### config.mk
export PLATFORM = sky130hd
export DESIGN_NAME = ssrp_top
export DESIGN_NICKNAME = d
export VERILOG_FILES = /design/src/design/ssrp_pkg.sv /design/src/design/ssrp_top.sv /design/src/design/ssrp_wait_gen.sv
export SDC_FILE = /design/constraint.sdc
export NUM_CORES = 1
export LEC_CHECK = 0
export BUFFER_PORTS_ARGS = -buffer_cell sky130_fd_sc_hd__buf_4
export CAP_MARGIN = 20
export CORE_ASPECT_RATIO = 1.75
export CORE_MARGIN = 8
export CORE_UTILIZATION = 35
export DETAILED_ROUTE_END_ITERATION = 6
export PLACE_DENSITY_LB_ADDON = 0.2
export SETUP_SLACK_MARGIN = 0.1
export SYNTH_ARGS = -nofsm -noshare
export SYNTH_HDL_FRONTEND = slang
export SYNTH_SLANG_ARGS = --single-unit
### constraint.sdc
create_clock -name i_clk_sys -period 8 [get_ports i_clk_sys]
set_clock_uncertainty 0.05 [all_clocks]
set_input_delay 1.2 -clock i_clk_sys [delete_from_list [all_inputs] [get_ports i_clk_sys]]
set_output_delay 1.2 -clock i_clk_sys [all_outputs]
set_load 0.03 [all_outputs]
### src/design/ssrp_pkg.sv
// Package for the streaming slave read port: widths, counts, reset values and carrier types.
package ssrp_pkg;

    localparam int DATA_W        = 32;
    localparam int ADDR_W        = 4;
    localparam int BE_W          = DATA_W / 8;
    localparam int DEPTH         = 8;
    localparam int PTR_W         = 3;
    localparam int CNT_W         = 4;
    localparam int WAIT_W        = 2;

    localparam logic [CNT_W-1:0]  CNT_RST      = 4'h0;
    localparam logic [CNT_W-1:0]  CNT_FULL     = 4'h8;
    localparam logic [PTR_W-1:0]  PTR_RST      = 3'h0;
    localparam logic [PTR_W-1:0]  PTR_ONE      = 3'h1;
    localparam logic [WAIT_W-1:0] WAIT_RST     = 2'h0;
    localparam logic [WAIT_W-1:0] WAIT_ONE     = 2'h1;
    localparam logic [DATA_W-1:0] DATA_RST     = 32'h0000_0000;
    localparam logic [BE_W-1:0]   BE_RST       = 4'h0;

    // Bus request from the fabric toward this slave (strobes are active low where named so).
    typedef struct packed {
        logic              select_strobe;
        logic              read_strobe_n;
        logic              write_strobe_n;
        logic [ADDR_W-1:0] address;
        logic [BE_W-1:0]   byte_lane_mask_n;
        logic [DATA_W-1:0] write_word;
    } ssrp_req_type;

    // Answer from this slave toward the fabric.
    typedef struct packed {
        logic [DATA_W-1:0] read_word;
        logic              wait_request;
        logic              read_data_ready;
        logic              write_space_ready;
        logic              packet_end_flag;
    } ssrp_rsp_type;

    // One stored word from the producer side, with its packet end marker.
    typedef struct packed {
        logic [DATA_W-1:0] word;
        logic              last;
    } ssrp_item_type;

    typedef enum logic [1:0] {
        ST_IDLE  = 2'b00,
        ST_WAIT  = 2'b01,
        ST_SERVE = 2'b11
    } ssrp_state_type;

endpackage

### src/design/ssrp_top.sv
// Streaming slave read port: flow-control flags, read data and packet end marker.
// What this block does
// - Port counts as streaming because it drives the flow and packet flags.
// - Write space flag is high only while a write can be accepted.
// - Read data flag is high only while a word is available to read.
// - Read strobe, byte lanes and read word follow normal slave read timing.
// - Reads may carry setup cycles and slave-requested wait states.
// - Drop read data flag when data runs out, before the next edge.
// - Slave may raise packet end during any transfer; fabric passes it on.
// - Packet end does not stop the stream; its meaning is design-defined.
// - Packet end is presented in the same cycle as its read word.
// - Packet end may clear per transfer or be held until i_eop_clear or reset.
// - Packet end is independent of the read data flag.
// - Each completed read transfer (wait request low) with select and read strobe held yields a fresh word unless the store is empty.
`timescale 1ns/1ps
module ssrp_top
    import ssrp_pkg::*;
(
    input  wire logic              i_clk_sys,
    input  wire logic              i_rstn,
    input  wire ssrp_req_type      i_req,
    input  wire logic              i_push_valid,
    input  wire ssrp_item_type     i_push_item,
    input  wire logic [WAIT_W-1:0] i_wait_cfg,
    input  wire logic              i_eop_hold,
    input  wire logic              i_eop_clear,
    output logic                   o_push_ready,
    output ssrp_rsp_type           o_rsp,
    output logic [DATA_W-1:0]      o_write_word,
    output logic                   o_write_valid
);

    ////////////////////////////////////////////////////////////////////////////////
    // Word store and pointers.

    ssrp_item_type      mem_r [DEPTH];
    ssrp_item_type      mem_nxt [DEPTH];
    logic [PTR_W-1:0]   wr_ptr_r;
    logic [PTR_W-1:0]   wr_ptr_nxt;
    logic [PTR_W-1:0]   rd_ptr_r;
    logic [PTR_W-1:0]   rd_ptr_nxt;
    logic [CNT_W-1:0]   cnt_r;
    logic [CNT_W-1:0]   cnt_nxt;
    ssrp_state_type     state_r;
    ssrp_state_type     state_nxt;
    ssrp_rsp_type       rsp_r;
    ssrp_rsp_type       rsp_nxt;
    logic               push_ready_r;
    logic               push_ready_nxt;
    logic [DATA_W-1:0]  wword_r;
    logic [DATA_W-1:0]  wword_nxt;
    logic               wvalid_r;
    logic               wvalid_nxt;
    logic               eop_sticky_r;
    logic               eop_sticky_nxt;
    logic               wait_start;
    logic               wait_done;
    logic               rd_active;
    logic               wr_active;
    logic               pop;
    logic               push;

    // Byte lanes disabled by an active-low mask read as zero.
    function automatic logic [DATA_W-1:0] lane_mask(input logic [DATA_W-1:0] w, input logic [BE_W-1:0] be_n);
        logic [DATA_W-1:0] r;
        r = DATA_RST;
        for (int b = 0; b < BE_W; b++) begin
            r[b*8 +: 8] = be_n[b] ? 8'h00 : w[b*8 +: 8];
        end
        return r;
    endfunction

    function automatic logic [PTR_W-1:0] ptr_inc(input logic [PTR_W-1:0] p);
        return p + PTR_ONE;
    endfunction

    // ungated access
    // Any master's read is served the same way; gating of streaming masters is the fabric's job.
    assign rd_active = i_req.select_strobe && !i_req.read_strobe_n;
    assign wr_active = i_req.select_strobe && !i_req.write_strobe_n;

    ssrp_wait_gen u_wait (
        .i_clk_sys (i_clk_sys),
        .i_rstn    (i_rstn),
        .i_start   (wait_start),
        .i_waits   (i_wait_cfg),
        .o_done    (wait_done)
    );

    ////////////////////////////////////////////////////////////////////////////////
    // Read transfer sequencer.

    always_comb begin
        state_nxt  = state_r;
        wait_start = 1'b0;
        pop        = 1'b0;
        case (state_r)
            ST_IDLE: begin
                if (rd_active) begin
                    wait_start = 1'b1;
                    state_nxt  = ST_WAIT;
                end
            end
            ST_WAIT: begin
                if (!rd_active) begin
                    state_nxt = ST_IDLE;
                end else if (wait_done) begin
                    state_nxt = ST_SERVE;
                end
            end
            ST_SERVE: begin
                // fresh word
                // The word is consumed, unless the store is empty, on the edge that ends the transfer, when the wait request goes high again.
                pop = (cnt_r != CNT_RST);
                if (rd_active) begin
                    wait_start = 1'b1;
                    state_nxt  = ST_WAIT;
                end else begin
                    state_nxt = ST_IDLE;
                end
            end
            default: begin
                state_nxt = ST_IDLE;
            end
        endcase
    end

    ////////////////////////////////////////////////////////////////////////////////
    // Store, flags and answer.

    // Back-pressure on the producer keeps the store from overflowing.
    assign push = i_push_valid && push_ready_r;

    always_comb begin
        mem_nxt        = mem_r;
        wr_ptr_nxt     = wr_ptr_r;
        rd_ptr_nxt     = rd_ptr_r;
        cnt_nxt        = cnt_r;
        rsp_nxt        = rsp_r;
        eop_sticky_nxt = eop_sticky_r;
        wword_nxt      = wword_r;
        wvalid_nxt     = 1'b0;
        if (push) begin
            mem_nxt[wr_ptr_r] = i_push_item;
            wr_ptr_nxt        = ptr_inc(wr_ptr_r);
        end
        if (pop) begin
            rd_ptr_nxt = ptr_inc(rd_ptr_r);
        end
        cnt_nxt = CNT_W'(cnt_r + CNT_W'(push) - CNT_W'(pop));
        // normal read timing
        // Word is driven with the wait request low, as for a plain slave read.
        rsp_nxt.wait_request = !(state_nxt == ST_SERVE);
        if (state_nxt == ST_SERVE) begin
            rsp_nxt.read_word = lane_mask(mem_r[rd_ptr_nxt].word, i_req.byte_lane_mask_n);
        end
        // drop when empty
        // A registered flag lags one cycle, so it looks ahead at the next count.
        rsp_nxt.read_data_ready   = (cnt_nxt != CNT_RST) && !(state_nxt == ST_SERVE && cnt_nxt == CNT_W'(1));
        rsp_nxt.write_space_ready = 1'b1;
        if (i_eop_clear) begin
            eop_sticky_nxt = 1'b0;
        end
        if (state_nxt == ST_SERVE && mem_r[rd_ptr_nxt].last && i_eop_hold) begin
            eop_sticky_nxt = 1'b1;
        end
        rsp_nxt.packet_end_flag = eop_sticky_nxt || (state_nxt == ST_SERVE && mem_r[rd_ptr_nxt].last);
        if (wr_active) begin
            wword_nxt  = i_req.write_word;
            wvalid_nxt = 1'b1;
        end
        // The lookahead count already includes this edge's push, so room is simply count below depth.
        push_ready_nxt = (cnt_nxt < CNT_FULL);
    end

    always_ff @(posedge i_clk_sys) begin
        if (!i_rstn) begin
            for (int i = 0; i < DEPTH; i++) begin
                mem_r[i] <= '0;
            end
            wr_ptr_r     <= PTR_RST;
            rd_ptr_r     <= PTR_RST;
            cnt_r        <= CNT_RST;
            state_r      <= ST_IDLE;
            rsp_r        <= '{read_word: DATA_RST, wait_request: 1'b1, default: 1'b0};
            eop_sticky_r <= 1'b0;
            push_ready_r <= 1'b0;
            wword_r      <= DATA_RST;
            wvalid_r     <= 1'b0;
        end else begin
            mem_r        <= mem_nxt;
            wr_ptr_r     <= wr_ptr_nxt;
            rd_ptr_r     <= rd_ptr_nxt;
            cnt_r        <= cnt_nxt;
            state_r      <= state_nxt;
            rsp_r        <= rsp_nxt;
            eop_sticky_r <= eop_sticky_nxt;
            push_ready_r <= push_ready_nxt;
            wword_r      <= wword_nxt;
            wvalid_r     <= wvalid_nxt;
        end
    end

    assign o_rsp         = rsp_r;
    assign o_push_ready  = push_ready_r;
    assign o_write_word  = wword_r;
    assign o_write_valid = wvalid_r;

endmodule

### src/design/ssrp_wait_gen.sv
// Per-word wait-state counter used by the streaming slave read port.
`timescale 1ns/1ps
module ssrp_wait_gen
    import ssrp_pkg::*;
(
    input  wire logic              i_clk_sys,
    input  wire logic              i_rstn,
    input  wire logic              i_start,
    input  wire logic [WAIT_W-1:0] i_waits,
    output logic                   o_done
);

    logic [WAIT_W-1:0] cnt_r;
    logic [WAIT_W-1:0] cnt_nxt;
    logic              done_r;
    logic              done_nxt;

    always_comb begin
        cnt_nxt  = cnt_r;
        done_nxt = 1'b0;
        if (i_start) begin
            cnt_nxt  = i_waits;
            done_nxt = (i_waits == WAIT_RST);
        end else if (cnt_r != WAIT_RST) begin
            cnt_nxt  = cnt_r - WAIT_ONE;
            done_nxt = (cnt_r == WAIT_ONE);
        end
    end

    always_ff @(posedge i_clk_sys) begin
        if (!i_rstn) begin
            cnt_r  <= WAIT_RST;
            done_r <= 1'b0;
        end else begin
            cnt_r  <= cnt_nxt;
            done_r <= done_nxt;
        end
    end

    assign o_done = done_r;

endmodule

# [Word level (Yosys, flattened, before mapping)]
# Index checks and enable logic that the tools add are counted.
[totals] regBits=350 rom_bits=0 latch_bits=0 ram_bits=0 n_memories=0 out_inout_bits=70
[classes] n_addsub=5 reduce_logical=20 bitwise=2 mux=27 div_mod_pow=0 shifts=0 n_mul=0 n_eq_ne=5 magnitude_cmp=4
[ops] operator="$bwmux W264" count=1
[ops] operator="$bmux W33 S3" count=1
[ops] operator="$demux W33 S3" count=1
[ops] operator="$mux W33" count=3
[ops] operator="$mux W8" count=4
[ops] operator="$mux W2" count=6
[ops] operator="$mux W1" count=9
[ops] operator="$ge A4 B4 Y1 const B" count=2
[ops] operator="$logic_and A1 B1 Y1" count=8
[ops] operator="$not A3 Y4" count=2
[ops] operator="$reduce_bool A4 Y1" count=2
[ops] operator="$add A3 B1 Y3 const B" count=2
[ops] operator="$pmux W2 S3" count=1
[ops] operator="$add A4 B1 Y4" count=1
[ops] operator="$eq A2 B1 Y1 const B" count=2
[ops] operator="$eq A2 B2 Y1 const B" count=2
[ops] operator="$eq A4 B1 Y1 const B" count=1
[ops] operator="$logic_not A1 Y1" count=4
[ops] operator="$logic_not A2 Y1" count=2
[ops] operator="$lt A4 B1 Y1 const B" count=1
[ops] operator="$lt A4 B4 Y1 const B" count=1
[ops] operator="$reduce_bool A2 Y1" count=2
[ops] operator="$sub A4 B1 Y4" count=1
[ops] operator="$mux W3" count=1
[ops] operator="other kinds (3)" count=3

# [Logic depth before layout (Yosys ltp)]
[depth] ltp_word=12 depth_mapped=12 mapped_depth_nobuf=12

# [By module]
# From an unflattened synthesis, not the netlist that was laid out.
[hier_totals] hier_cells=1944 hier_area_um2=14599.0
[modules_own_cells] mod="ssrp_top" cells_per_inst=1926 n_inst=1 seq_area_each_um2=6946.7 area_each_um2=14421.3
[modules_own_cells] mod="ssrp_wait_gen" cells_per_inst=18 n_inst=1 seq_area_each_um2=60.1 area_each_um2=177.7

# [Least setup slack after synthesis]
# No wires, ideal clock.
[synth_path] path_type="input port to flip-flop" start="input port i_push_valid" end="register rsp_r, in the netlist o_rsp[2]" n_path_buf=0 slack_ns=4.571 arrival_ns=3.237 required_time_ns=7.808 setup_time_ns=0.142 cell_stages=9 cell_sequence="nand2_1 > ha_1 > inv_1 > ha_1 > inv_1 > fa_1 > xnor2_1 > and2_1 > or4b_2"
[synth_via] elab_chain_cells=7 word_cells_on_any_way=8 classes_between="add/sub: 2; eq/ne: 1; reduce/logical: 5"
[synth_lines] item="start, declared" line="ssrp_top.sv:22" source="input wire logic i_push_valid,"
[synth_lines] item="$logic_and A1 B1 Y1 (*)" line="ssrp_top.sv:132" source="assign push = i_push_valid && push_ready_r;"
[synth_lines] item="$add A4 B1 Y4 (*)" line="ssrp_top.sv:150" source="cnt_nxt = CNT_W'(cnt_r + CNT_W'(push) - CNT_W'(pop));"
[synth_lines] item="$sub A4 B1 Y4 (*)" line="ssrp_top.sv:150"
[synth_lines] item="$eq A4 B1 Y1" line="ssrp_top.sv:159" source="rsp_nxt.read_data_ready = (cnt_nxt != CNT_RST) && !(state_nxt == ST_SERVE && cnt_nxt == CNT_W'(1));"
[synth_lines] item="$logic_and A1 B1 Y1" line="ssrp_top.sv:159"
[synth_lines] item="$logic_not A1 Y1" line="ssrp_top.sv:159"
[synth_lines] item="$logic_and A1 B1 Y1 (*)" line="ssrp_top.sv:159"
[synth_lines] item="end signal, assigned" line="ssrp_top.sv:196" source="rsp_r <= rsp_nxt;"
[synth_lines] item="end, declared" line="ssrp_top.sv:46" source="ssrp_rsp_type rsp_r;"
# Mark *: on every way between the ends. The rest lies on a longest branch, timed or not.
# A chain may end at the register's enable or synchronous reset.

# [Final worst setup path]
[layout_path] start="register state_r[1]" end="register rsp_r, in the netlist o_rsp[18]"
[layout_via] elab_chain_cells=8 word_cells_on_any_way=15 classes_between="eq/ne: 3; mux: 10; bitwise: 1; reduce/logical: 1"
[layout_lines] item="start, declared" line="ssrp_top.sv:44" source="ssrp_state_type state_r;"
[layout_lines] item="start signal, assigned" line="ssrp_top.sv:195" source="state_r <= state_nxt;"
[layout_lines] item="$eq A2 B2 Y1" line="ssrp_top.sv:97" source="case (state_r)"
[layout_lines] item="$mux W1" line="ssrp_top.sv:97"
[layout_lines] item="$mux W3" line="ssrp_top.sv:147" source="if (pop) begin"
[layout_lines] item="$not A3 Y4 (not written as such)" line="ssrp_top.sv:155" source="rsp_nxt.read_word = lane_mask(mem_r[rd_ptr_nxt].word, i_req.byte_lane_mask_n);"
[layout_lines] item="$bmux W33 S3" line="ssrp_top.sv:155"
[layout_lines] item="$mux W33 (2 in series)"
[layout_lines] item="$mux W8" line="ssrp_top.sv:68" source="r[b*8 +: 8] = be_n[b] ? 8'h00 : w[b*8 +: 8];"
# Several ways; a longest one is shown, not always the timed one. The select of a mux whose other input is x is not followed.

==> reports/qor.yml <==
yosysTopAreaCell: "dfxtp_1"
timing_hold_violations_final: 0
share_comb_of_total_power: 0.096
vias: 13090
max_slew_margin: 0.3263
drt_iter0_markers: 630
antenna_found_initial: 0
drc_errors: 0
internal-power_mw: 3.082
synthFlopType: "dfxtp_1"
ios: 153
path_delay_family: "buffers and inverters"
async_flop_share: 0
seq_area_frac_synth: 0.4563
die_x_um: 174.3
crit_chain: "ha_1 -> and3b_1 -> a211oi_4 -> buf_4 -> buf_4 -> nor3_4 -> buf_4 -> nand3_1 -> a32o_1"
cp_num_buf_inv: 3
synth_enable_flop_cells: 0
ys_seq_elements: 350
cts_root_buf: "clkbuf_16"
ant_nets: 0
grt_pass1_wl_mm: 73.82
leakagePower_nw: 5.954
dp_hpwl_mm: 27.51
cts_sinks: 350
clk_pin_slew_worst_paths_ps: 60
clockBufferDepth: 3
synth_top_area_share: 0.4563
crit_type: "flop to flop"
cp_slowest_cell: "nor3_4"
dr.pass1.iters: 6
cts_tree: "done"
cts_buffers: 36
vias_per_cell: 5.099
num_rows: 101
clk-insertion-delay-late_ps: 530
cp_common_cell: "buf_4"
worst_slew_pin_slew_ps: 1011
placed_cell_area_mm2: 0.01667
io_buffers: 148
power-per-cell-area_mw_per_mm2: 227.6
synth_warnings: 0
setup_viol: 0
grt.total_usage: 0.1794
grt_max_degree: 133
routabilityCongestion: 0.7339
dieArea_mm2: 0.05110
drv_slew: 0
cts_setup_buffers: 0
hold_path_class: "flop to flop"
grt-ovfl-total: 0
nets: 2071
slowest_delay_ps: 760
antenna_cells: 0
grt_pass1_vias: 12860
p_seq_frac: 0.450
dr_wl_met2_mm: 25.34
fin_crit_ps: 3771
path_max_fanout: 77
avgSynthCellArea_um2: 7.907
htreeDepth: 2
synth_cell_types: 52
pwr-share-clk: 0.455
power.switching_mw: 1.016
maxUsedRoutingLayer: "met4"
p_sw_frac: 0.2478
dr_wl_met3_mm: 2.177
ir_worst_vdd_v: 0.0001458
design.core.area_mm2: 0.04335
post_cts_resize_count: 0
syn_nets: 2039
finalWirelength_mm: 47.14
wire_per_inst_um: 18.36
initial_core_util: 0.3543
fin_area_mm2: 0.01800
synth.cell_area_mm2: 0.01536
status: "finished clean"
worstPathRequired_ps: 8360
final_layout_size_suffix_gt1_frac: 0.1284
ctsHoldBuffers: 0
synthTopCellsByArea: "dfxtp_1 (46%), nand2_1 (18%), a21boi_0 (15%)"
max_freq_ghz: 0.2652
endpoint_kind: "flop"
die_h_um: 293.1
finish.utilization: 0.4154
cap_viol_max_count: 0
final_min_period_over_clock_period: 0.4714
cp-start-kind: "flop"
synth_cells: 1942
rsz0062_at_grt: "false"
arrival_ps: 4130
wl_met1_mm: 18.46
tns_ps: 0
syn_to_final_growth_pct: 17.25
## sequential cells by signal (all words and copies together) (netlist names), 2 cells and up
name,count
mem_r,264
o_rsp,36
o_write_word,32
cnt_r,4
rd_ptr_r,3
wr_ptr_r,3
state_r,2
u_wait.cnt_r,2
## metrics by stage
step | hold slack (ps) | setup WS, ps | instances | power [mW]
detailed placement | 404.9 | 4193 | 2501 | 2.276
CTS | 413.7 | 4192 | 2567 | 4.148
finish | 406.1 | 4229 | 2568 | 4.098
floorplan | 388.9 | 4571 | 1942 | 2.130
global placement | 395.1 | 4213 | 2501 | 2.269
global route | 427.0 | 3939 | 2568 | 4.265
## cell type report
class / count / area [µm²]
clock buffer: 50 / 1065
fill: 4353 / 25340
clock inverter: 16 / 244.0
sequential: 350 / 7007
inverter: 11 / 41.29
multi-input combinational: 1399 / 7595
tap: 566 / 708.2
timing repair buffer: 176 / 1345
## placed cells by master (no fill, tap or decap), types with 4 or more instances in the layout
master     count
clkbuf_8       9
a32o_1        32
or2_0          4
clkbuf_1       4
ha_1          13
bufinv_16      6
a21boi_0     299
nand2_1      739
a211oi_1      64
inv_1         11
a31oi_1       33
dfxtp_1      350
o21ai_1        9
xnor2_1        4
clkbuf_16     37
nand3_1       38
buf_4        174
nand2b_1       8
o21ai_0       30
nor3_2         4
nor2b_1       65
nor2_1         6
clkinv_2       6
and2_1        11
## power groups by stage
stage	logic [mW]	registers [mW]	clock network, mW
3_5_place_dp	0.393	1.88	0
2_1_floorplan	0.236	1.89	0
3_3_place_gp	0.389	1.88	0
5_1_grt	0.431	1.85	1.98
6_report	0.392	1.84	1.86
4_1_cts	0.394	1.84	1.91
## synthesized netlist by cell type, types with 2 or more instances
cell type	number
nand2_1	739
dfxtp_1	350
a21boi_0	299
clkbuf_1	137
nor2b_1	66
a211oi_1	64
nand3_1	38
a31oi_1	33
clkbuf_2	33
a32o_1	32
o21ai_0	30
ha_1	13
and2_1	11
inv_1	11
nor2_1	9
o21ai_1	9
nand2b_1	8
buf_2	7
buf_6	4
nor3_1	4
or2_0	4
xnor2_1	4
and2b_1	3
a21oi_1	2
and3_1	2
mux2i_1	2
or2_2	2
or3_1	2
## path summary, 6_finish.rpt
| check | to | slack (ps) | depth (start not counted) | from |
|---|---|---|---|---|
| worst max-delay path | o_rsp[18]$_SDFFE_PN0P_ | 4230 | 9 | state_r[1]$_SDFF_PN0_ |
| worst max register to register | o_rsp[18]$_SDFFE_PN0P_ | 4230 | 9 | state_r[1]$_SDFF_PN0_ |
| worst min register to register | mem_r[48]$_SDFFE_PN0P_ | 410 | 2 | mem_r[48]$_SDFFE_PN0P_ |
| worst min-delay path | mem_r[48]$_SDFFE_PN0P_ | 410 | 2 | mem_r[48]$_SDFFE_PN0P_ |
## logic make-up after synthesis
family,Yosys count,share of synthesized area
and+or+nand+nor,899,0.2437
buffers and inverters,193,0.05239
muxes,2,0.001304
DFF,350,0.4563
AOI/OAI and AO/OA,479,0.2316
xor gates and xnor gates,5,0.002852
adders and majority gates,14,0.01190
## worst min-delay path: cells and delay by family, from the launching register on
family	cells	cell delay, ps
AOI/OAI and AO/OA	1	60
DFF	1	300
and+or+nand+nor	1	40
## metal layers
layer | track usage | vias up
li1 | - | 6481
met1 | 0.1916 | 6280
met2 | 0.3462 | 257
met3 | 0.03290 | 75
met4 | 0.05754 | 0
met5 | 0 | -
(Power assumes the default switching activity.)
